===== src/rtl/cid_pkg.sv =====
// Constants and helpers for the control instruction decoder
//
// Operation
// (RULE1) Disable instruction clears the interrupt enable flag
// (RULE2) Interrupt acceptance turns off one cycle later
// (RULE3) Enable instruction sets the interrupt enable flag
// (RULE4) Interrupt acceptance turns on one cycle later
// (RULE5) Watchdog arm only permits a later stop
// (RULE6) Restart after arm stops the watchdog
// (RULE7) Power-down valid only right after its arm
// (RULE8) One word, one cycle, carry kept, no skip
package cid_pkg;

   // ------------------------------------------------------------
   // Instruction word
   // ------------------------------------------------------------
   localparam int INSTR_W = 10;

   // ------------------------------------------------------------
   // Opcodes with a fixed encoding
   // ------------------------------------------------------------
   localparam logic [INSTR_W-1:0] CODE_IRQ_DISABLE = 10'h004;
   localparam logic [INSTR_W-1:0] CODE_IRQ_ENABLE  = 10'h005;
   localparam logic [INSTR_W-1:0] CODE_PD_ARM      = 10'h05b;

   // ------------------------------------------------------------
   // Defaults for opcodes set per core (arbitrary values)
   // ------------------------------------------------------------
   localparam logic [INSTR_W-1:0] CODE_WDT_ARM_DFLT = 10'h3f0;
   localparam logic [INSTR_W-1:0] CODE_WDT_RST_DFLT = 10'h3f1;
   localparam logic [INSTR_W-1:0] CODE_PD_A_DFLT    = 10'h3f2;
   localparam logic [INSTR_W-1:0] CODE_PD_B_DFLT    = 10'h3f3;

   // ------------------------------------------------------------
   // Reset values
   // ------------------------------------------------------------
   localparam logic RST_IRQ_FLAG = 1'b0;
   localparam logic RST_ACCEPT   = 1'b0;
   localparam logic RST_WDT_ARM  = 1'b0;
   localparam logic RST_PD_ARM   = 1'b0;
   localparam logic RST_PULSE    = 1'b0;

   // Exact opcode compare
   function automatic logic cid_match(
      input logic [INSTR_W-1:0] word,
      input logic [INSTR_W-1:0] code
   );
      return word == code;
   endfunction

endpackage : cid_pkg


===== src/rtl/cid_decode.sv =====
// Execute logic for interrupt, watchdog and power-down control words
module cid_decode #(
   parameter logic [cid_pkg::INSTR_W-1:0] CODE_WDT_ARM =
      cid_pkg::CODE_WDT_ARM_DFLT,
   parameter logic [cid_pkg::INSTR_W-1:0] CODE_WDT_RST =
      cid_pkg::CODE_WDT_RST_DFLT,
   parameter logic [cid_pkg::INSTR_W-1:0] CODE_PD_A    =
      cid_pkg::CODE_PD_A_DFLT,
   parameter logic [cid_pkg::INSTR_W-1:0] CODE_PD_B    =
      cid_pkg::CODE_PD_B_DFLT
) (
   input  wire logic                        CLK,
   input  wire logic                        RST_N,
   input  wire logic                        EXEC_EN,
   input  wire logic [cid_pkg::INSTR_W-1:0] INSTR,
   output logic                             GLOBAL_IRQ_ENABLE_FLAG,
   output logic                             IRQ_ACCEPT_EN,
   output logic                             WDT_RESTART,
   output logic                             WDT_STOP_REQ,
   output logic                             PD_VALID,
   output logic                             PD_SEL_B,
   output logic                             CTRL_DONE,
   output logic                             CARRY_HOLD,
   output logic                             SKIP_NEXT
);
   import cid_pkg::*;

   // ------------------------------------------------------------
   // Decode
   // ------------------------------------------------------------
   logic is_irq_disable;
   logic is_irq_enable;
   logic is_wdt_arm;
   logic is_wdt_rst;
   logic is_pd_arm;
   logic is_pd_a;
   logic is_pd_b;
   logic is_ctrl;

   cid_opdec #(
      .CODE_WDT_ARM (CODE_WDT_ARM),
      .CODE_WDT_RST (CODE_WDT_RST),
      .CODE_PD_A    (CODE_PD_A),
      .CODE_PD_B    (CODE_PD_B)
   ) cid_opdec_i (
      .instr          (INSTR),
      .is_irq_disable (is_irq_disable),
      .is_irq_enable  (is_irq_enable),
      .is_wdt_arm     (is_wdt_arm),
      .is_wdt_rst     (is_wdt_rst),
      .is_pd_arm      (is_pd_arm),
      .is_pd_a        (is_pd_a),
      .is_pd_b        (is_pd_b),
      .is_ctrl        (is_ctrl)
   );

   // ------------------------------------------------------------
   // State
   // ------------------------------------------------------------
   typedef struct packed {
      logic irq_flag;
      logic accept;
      logic wdt_arm;
      logic pd_arm;
      logic wdt_restart;
      logic wdt_stop;
      logic pd_valid;
      logic pd_sel_b;
      logic done;
      logic carry_hold;
      logic skip;
   } cid_state_s;

   cid_state_s st;
   cid_state_s next_st;

   // Helper terms, also read by the checks below
   logic exec_irq_off;
   logic exec_irq_on;
   logic exec_ctrl;
   logic exec_wdt_arm;
   logic exec_wdt_rst;
   logic stop_cause;
   logic pd_any;
   logic pd_follow;

   assign exec_irq_off = EXEC_EN & is_irq_disable;
   assign exec_irq_on  = EXEC_EN & is_irq_enable;
   assign exec_ctrl    = EXEC_EN & is_ctrl;
   assign exec_wdt_arm = EXEC_EN & is_wdt_arm;
   assign exec_wdt_rst = EXEC_EN & is_wdt_rst;
   assign stop_cause   = exec_wdt_rst & st.wdt_arm;
   assign pd_any       = is_pd_a | is_pd_b;
   assign pd_follow    = EXEC_EN & pd_any & st.pd_arm;

   // ------------------------------------------------------------
   // Next state
   // ------------------------------------------------------------
   always_comb begin
      next_st             = st;
      // Pulses last one clock
      next_st.wdt_restart = RST_PULSE;
      next_st.wdt_stop    = RST_PULSE;
      next_st.pd_valid    = RST_PULSE;
      next_st.done        = RST_PULSE;
      next_st.carry_hold  = RST_PULSE;
      next_st.skip        = RST_PULSE;

      if (EXEC_EN) begin
         // Acceptance samples the flag before this word changes it,
         // so a flag change is seen one machine cycle late
         next_st.accept = st.irq_flag; // [RULE2] [RULE4]

         if (is_irq_disable) begin
            next_st.irq_flag = 1'b0; // [RULE1]
         end else if (is_irq_enable) begin
            next_st.irq_flag = 1'b1; // [RULE3]
         end

         // Arm is only a permission; it never stops anything itself
         if (is_wdt_arm) begin
            next_st.wdt_arm = 1'b1; // [RULE5]
         end

         if (is_wdt_rst) begin
            next_st.wdt_restart = 1'b1;
            if (st.wdt_arm) begin
               next_st.wdt_stop = 1'b1; // [RULE6]
               next_st.wdt_arm  = 1'b0;
            end
         end

         // Any word other than the arm itself drops the permission,
         // so only the very next word can be a valid power-down
         next_st.pd_arm = is_pd_arm; // [RULE7]
         if (pd_follow) begin
            next_st.pd_valid = 1'b1; // [RULE7]
            next_st.pd_sel_b = is_pd_b;
         end

         // Single cycle, carry untouched, never a skip
         if (is_ctrl) begin
            next_st.done       = 1'b1; // [RULE8]
            next_st.carry_hold = 1'b1; // [RULE8]
            next_st.skip       = 1'b0; // [RULE8]
         end
      end
   end

   // ------------------------------------------------------------
   // Registers
   // ------------------------------------------------------------
   always_ff @(posedge CLK) begin
      if (!RST_N) begin
         st             <= '0;
         st.irq_flag    <= RST_IRQ_FLAG;
         st.accept      <= RST_ACCEPT;
         st.wdt_arm     <= RST_WDT_ARM;
         st.pd_arm      <= RST_PD_ARM;
      end else begin
         st <= next_st;
      end
   end

   // ------------------------------------------------------------
   // Outputs
   // ------------------------------------------------------------
   assign GLOBAL_IRQ_ENABLE_FLAG = st.irq_flag;
   assign IRQ_ACCEPT_EN          = st.accept;
   assign WDT_RESTART            = st.wdt_restart;
   assign WDT_STOP_REQ           = st.wdt_stop;
   assign PD_VALID               = st.pd_valid;
   assign PD_SEL_B               = st.pd_sel_b;
   assign CTRL_DONE              = st.done;
   assign CARRY_HOLD             = st.carry_hold;
   assign SKIP_NEXT              = st.skip;

   // ------------------------------------------------------------
   // Checks
   // ------------------------------------------------------------
   a_off_clears_flag: assert property ( // [RULE1]
      @(posedge CLK) disable iff (!RST_N)
      exec_irq_off |=> !GLOBAL_IRQ_ENABLE_FLAG)
      else $error("Disable word did not clear the flag");

   a_off_accept_lag: assert property ( // [RULE2]
      @(posedge CLK) disable iff (!RST_N)
      (exec_irq_off && GLOBAL_IRQ_ENABLE_FLAG) |=>
         (IRQ_ACCEPT_EN && !GLOBAL_IRQ_ENABLE_FLAG))
      else $error("Acceptance dropped without the one cycle lag");

   a_on_sets_flag: assert property ( // [RULE3]
      @(posedge CLK) disable iff (!RST_N)
      exec_irq_on |=> GLOBAL_IRQ_ENABLE_FLAG)
      else $error("Enable word did not set the flag");

   a_on_accept_lag: assert property ( // [RULE4]
      @(posedge CLK) disable iff (!RST_N)
      (exec_irq_on && !GLOBAL_IRQ_ENABLE_FLAG) |=>
         (!IRQ_ACCEPT_EN && GLOBAL_IRQ_ENABLE_FLAG)
         ##1 (IRQ_ACCEPT_EN || !$past(EXEC_EN) ||
              !$past(GLOBAL_IRQ_ENABLE_FLAG)))
      else $error("Acceptance rose without the one cycle lag");

   a_accept_follows: assert property ( // [RULE2] [RULE4]
      @(posedge CLK) disable iff (!RST_N)
      EXEC_EN |=> (IRQ_ACCEPT_EN == $past(GLOBAL_IRQ_ENABLE_FLAG)))
      else $error("Acceptance does not trail the flag");

   a_accept_stable: assert property ( // [RULE2] [RULE4]
      @(posedge CLK) disable iff (!RST_N)
      !EXEC_EN |=> $stable(IRQ_ACCEPT_EN))
      else $error("Acceptance moved outside a machine cycle");

   a_arm_no_stop: assert property ( // [RULE5]
      @(posedge CLK) disable iff (!RST_N)
      exec_wdt_arm |=> !WDT_STOP_REQ)
      else $error("Watchdog arm stopped the watchdog by itself");

   a_wdt_stop_req: assert property ( // [RULE6]
      @(posedge CLK) disable iff (!RST_N)
      stop_cause |=> (WDT_STOP_REQ && WDT_RESTART) ##1 !WDT_STOP_REQ)
      else $error("Armed restart gave no one cycle stop request");

   a_wdt_stop_why: assert property ( // [RULE6]
      @(posedge CLK) disable iff (!RST_N)
      WDT_STOP_REQ |-> $past(stop_cause))
      else $error("Stop request without an armed restart");

   a_pd_follow: assert property ( // [RULE7]
      @(posedge CLK) disable iff (!RST_N)
      pd_follow |=> (PD_VALID && (PD_SEL_B == $past(is_pd_b))))
      else $error("Power-down after arm was not made valid");

   a_pd_reject: assert property ( // [RULE7]
      @(posedge CLK) disable iff (!RST_N)
      PD_VALID |-> $past(pd_follow))
      else $error("Power-down made valid without a preceding arm");

   a_ctrl_single: assert property ( // [RULE8]
      @(posedge CLK) disable iff (!RST_N)
      exec_ctrl |=>
         (CTRL_DONE && CARRY_HOLD && !SKIP_NEXT) ##1
         (CTRL_DONE == $past(exec_ctrl)))
      else $error("Control word not one cycle, carry kept, no skip");

endmodule // cid_decode


===== src/rtl/cid_opdec.sv =====
// Opcode decoder for the control instructions
module cid_opdec
   import cid_pkg::*;
#(
   parameter logic [cid_pkg::INSTR_W-1:0] CODE_WDT_ARM =
      cid_pkg::CODE_WDT_ARM_DFLT,
   parameter logic [cid_pkg::INSTR_W-1:0] CODE_WDT_RST =
      cid_pkg::CODE_WDT_RST_DFLT,
   parameter logic [cid_pkg::INSTR_W-1:0] CODE_PD_A    =
      cid_pkg::CODE_PD_A_DFLT,
   parameter logic [cid_pkg::INSTR_W-1:0] CODE_PD_B    =
      cid_pkg::CODE_PD_B_DFLT
) (
   input  wire logic [cid_pkg::INSTR_W-1:0] instr,
   output logic                             is_irq_disable,
   output logic                             is_irq_enable,
   output logic                             is_wdt_arm,
   output logic                             is_wdt_rst,
   output logic                             is_pd_arm,
   output logic                             is_pd_a,
   output logic                             is_pd_b,
   output logic                             is_ctrl
);

   always_comb begin
      is_irq_disable = cid_match(instr, CODE_IRQ_DISABLE);
      is_irq_enable  = cid_match(instr, CODE_IRQ_ENABLE);
      is_wdt_arm     = cid_match(instr, CODE_WDT_ARM);
      is_wdt_rst     = cid_match(instr, CODE_WDT_RST);
      is_pd_arm      = cid_match(instr, CODE_PD_ARM);
      is_pd_a        = cid_match(instr, CODE_PD_A);
      is_pd_b        = cid_match(instr, CODE_PD_B);
      is_ctrl        = is_irq_disable | is_irq_enable | is_wdt_arm |
                       is_wdt_rst | is_pd_arm | is_pd_a | is_pd_b;
   end

endmodule // cid_opdec


===== config.mk =====
export PLATFORM = sky130hd
export DESIGN_NAME = cid_decode
export DESIGN_NICKNAME = d
export VERILOG_FILES = /design/src/rtl/cid_pkg.sv /design/src/rtl/cid_decode.sv /design/src/rtl/cid_opdec.sv
export SDC_FILE = /design/constraint.sdc
export NUM_CORES = 1
export LEC_CHECK = 0
export ABC_AREA = 1
export BUFFER_PORTS_ARGS = -buffer_cell sky130_fd_sc_hd__buf_2
export CORE_AREA = 2 2 39 41
export DETAILED_ROUTE_END_ITERATION = 6
export DIE_AREA = 0 0 41 43
export GPL_TIMING_DRIVEN = 1
export PLACE_DENSITY = 0.7
export SYNTH_ARGS = -nofsm -noshare
export SYNTH_HDL_FRONTEND = slang
export SYNTH_HIERARCHICAL = 1
export SYNTH_SLANG_ARGS = --single-unit

===== constraint.sdc =====
create_clock -name CLK -period 1.9 [get_ports CLK]
set_input_delay 0.475 -clock CLK [delete_from_list [all_inputs] [get_ports CLK]]
set_output_delay 0.475 -clock CLK [all_outputs]
set_load 0.05 [all_outputs]

# Word level (Yosys, flattened, before mapping)
# Index checks and enable logic that the tools add are counted.
word_totals:
  ram_bits: 0
  romBits: 0
  wordCells: 41
  mem_count: 0
  out_inout_bits: 9
  in_bits: 13
  latch_bits: 0
  reg_bits: 11
op_classes:
  mux: 9
  eq_ne: 7
  addsub: 0
  order_cmp: 0
  n_bitwise: 9
  n_reduce_logical: 5
  mul: 0
  n_shift: 0
  n_div: 0
ops:
  columns: ["op", "count"]
  rows:
  - ["== test 10 bit (second input constant)", 4]
  - ["== test 10 x 3 -> 1 bit (second input constant)", 2]
  - ["== test 10 x 7 -> 1 bit (second input constant)", 1]
  - ["bitwise OR 1 bit", 7]
  - ["two-way mux 1 bit", 6]
  - ["AND reduction 2 bit", 3]
  - ["two-way mux 2 bit", 2]
  - ["two-way mux 3 bit", 1]
  - ["AND reduction 3 bit", 1]
  - ["bitwise AND 1 bit", 2]
  - ["nonzero test 2 bit", 1]

# Longest topological paths before layout
depth:
  word_depth: 8
  mapped_depth: 11
  ltp_nobuf: 11

# By module
# The synthesis kept the hierarchy.
modules_own_cells:
  columns: ["mod", "area_per_inst_um2", "n_inst", "seq_area_each_um2", "cells_per_inst"]
  rows:
  - ["cid_decode", 325.3, 1, 180.2, 43]
  - ["cid_opdec", 192.7, 1, 0.0, 47]

# Worst setup path before layout
# Ideal clock, no wire load.
synth_path:
  path_kind: "register -> output"
  from: "register st, in the netlist CTRL_DONE"
  to: "output CTRL_DONE"
  n_path_buf: 1
  required_time_ns: 1.425
  slack_ns: 0.531
  arrival_ns: 0.894
  stages_incl_launch_ff: 2
  cell_sequence: "dfxtp_1 buf_4"
synth_lines:
  columns: ["item", "line", "rtl"]
  rows:
  - ["start: declaration", "cid_decode.sv:74", "cid_state_s st;"]
  - ["start signal: assignment", "cid_decode.sv:161", "st <= next_st;"]
  - ["end: declaration", "cid_decode.sv:22", "output logic CTRL_DONE,"]
# No word-level cell between the ends.

# Worst setup path after layout
layout_path:
  from: "register st, in the netlist GLOBAL_IRQ_ENABLE_FLAG"
  to: "output GLOBAL_IRQ_ENABLE_FLAG"
layout_lines:
  columns: ["item", "line", "rtl"]
  rows:
  - ["end: declaration", "cid_decode.sv:16", "output logic GLOBAL_IRQ_ENABLE_FLAG,"]
# No word-level cell between the ends.

==> impl_metrics.json <==
{
  "diodes": 0,
  "wl_um": 986,
  "crit_chain": "buf_2",
  "hold_viol_final": 0,
  "coreArea_mm2": 0.00138,
  "drive_gt1_share_pct": 24.1,
  "drcViolationCount": 0,
  "synth_top_area_share_pct": 34.8,
  "routedWlPerCell_um": 7.70,
  "path_max_fanout": 3,
  "firstDrtPassIters": 4,
  "clock_latency_ns": 0.25,
  "crit_family": "flip-flops",
  "yosys_most_used_dff": "dfxtp_1",
  "stdcell_area_um2": 649,
  "arrival_ns": 0.87,
  "ys_ff_latch": 9,
  "post-route-period-util_pct": 70.8,
  "drt_iter0_drc": 14,
  "post-place-cells": 124,
  "start_util_pct": 37.4,
  "yosys-top-cells-count": "nand2_1 (24), nor2_1 (23), inv_1 (16)",
  "critPathRequiredTime_ns": 1.42,
  "post_cts_buffers": 0,
  "yosysMostFrequentCell": "nand2_1",
  "dpl.hpwl_um": 819,
  "utilization_pct": 46.9,
  "placed_cell_area_um2": 623,
  "min_path_type": "flop to flop",
  "nFillCells": 158,
  "cts_max_level": 1,
  "slowest_delay_ns": 0.35,
  "synthTopCellsByArea": "dfxtp_1 (35%), nand2_1 (17%), nor2_1 (17%)",
  "postSynthCellCount": 90,
  "grt_usage_pct": 14.1,
  "critPathCaptureType": "output pin",
  "syn2layout_area_growth_pct": 25.4,
  "boundaryPins": 22,
  "layout.nets": 126,
  "skew_ns": 0.000693,
  "routed_via_density": 4.30,
  "rsz0062_at_grt": "false",
  "grt_pass1_vias": 485,
  "slew_viol_final": 0,
  "rows": 14,
  "status": "completed",
  "num_vias": 550,
  "grt_pass1_wl_um": 1740,
  "cts_resized": 0,
  "antenna_found_initial": 0,
  "final_cells": 128,
  "crit_type": "flop to output pin",
  "dieArea_mm2": 0.00176,
  "async_reset_ff_share_pct": 0,
  "path_buf_inv": 1,
  "port_buffers": 20,
  "synth.net_count": 103,
  "critical_path.startpoint_type": "flop",
  "overflow": 0,
  "critPathSlowestCell": "dfxtp_1",
  "syn_area_um2": 518,
  "root_buffer": "clkbuf_4",
  "synth_top_area_cell": "dfxtp_1",
  "clockBufferDepth": 2,
  "cts_tree": "yes",
  "die_h_um": 43,
  "die_w_um": 41,
  "clk_pin_slew_ns": 0.06,
  "grt_max_degree": 9,
  "setup_tns_ns": 0,
  "finalSetupViolCount": 0,
  "ys_seq_area_share_pct": 34.8,
  "ys_warn_count": 6,
  "synth_edf_count": 0,
  "hold_buffers": 0,
  "leakage_nw": 0.377,
  "cts.sinks": 9,
  "period_minus_slack_ns": 1.34,
  "synth_area_per_cell_um2": 5.76,
  "ant_nets": 0,
  "cts_buffers": 3,
  "fmax_mhz": 744,
  "pwr_density_cell_mw_per_mm2": 596,
  "place_congestion": 0.786,
  "synth.distinct_cells": 15,
  "ir_worst_vdd_v": 0.000243,
  "cap_violations": 0
}
[layout by cell type (no fill, tap or decap)]
cell / synthesis / routed
nand4_1: 1 / 1
nor3_1: 1 / 1
o21ai_0: 2 / 2
a21oi_1: 4 / 4
nor3_2: 1 / 1
nand2_1: 24 / 24
nor2_1: 23 / 23
clkbuf_4: 0 / 3
inv_2: 2 / 2
inv_1: 16 / 16
dfxtp_1: 9 / 9
nand3_1: 2 / 2
clkbuf_1: 0 / 1
conb_1: 1 / 1
buf_2: 0 / 20
nor3b_1: 1 / 1
nor2_2: 1 / 1
[sequential cells by signal, indices dropped and copies added, names as in the netlist]
signal / cells
WDT_RESTART: 1
WDT_STOP_REQ: 1
PD_VALID: 1
GLOBAL_IRQ_ENABLE_FLAG: 1
CTRL_DONE: 1
st: 2
PD_SEL_B: 1
IRQ_ACCEPT_EN: 1
[through the flow]
stage                     total power [mW]  worst slack (ns)  hold slack (ns)
after floorplan                      0.226             0.531            0.452
after global placement               0.248             0.396            0.445
after detailed placement             0.249             0.369            0.455
after CTS                            0.395             0.547            0.465
after global routing                 0.413             0.501            0.483
final                                0.387             0.555            0.459
[report_power, final]
part           leakage, nW  internal [mW]  switching (mW)  total [mW]
combinational        0.289         0.0180          0.0352      0.0532
clock               0.0150         0.0806          0.0617       0.142
sequential          0.0728          0.191        0.000789       0.192
[cell families after synthesis]
group / synth area share [%]
other: 0.724
AND/OR/NAND/NOR: 42.8
buffers and inverters: 15.9
flip-flops: 34.8
AO/OA/AOI/OAI: 5.80
[metal layers]
layer  global-route usage (%)  share of wire (%)  routed length, µm  vias up
li1                         -                  -                  -      307
met1                     15.8                 46                454      226
met2                     23.8                 48                478       17
met3                     4.71                5.4                 53        0
met4                     4.00                  0                  0        0
met5                        0                  0                  0        -
[final timing paths]
check | cells past startpoint | slack [ns] | startpoint | end
min | 2 | 0.46 | PD_SEL_B | PD_SEL_B
min reg2reg | 2 | 0.46 | PD_SEL_B | PD_SEL_B
max reg2reg | 5 | 1.16 | st[7] | PD_SEL_B
max | 1 | 0.56 | GLOBAL_IRQ_ENABLE_FLAG | GLOBAL_IRQ_ENABLE_FLAG
[layout make-up]
class	count	area (µm²)	share of cell area, %
well taps	16	20.0	3.08
inverters	18	67.6	10.4
multi-input cells	61	255	39.3
clock buffers	4	26.3	4.05
repair buffers	20	100	15.4
flip-flops and latches	9	180	27.7
Power figures use the tool's default switching activity.
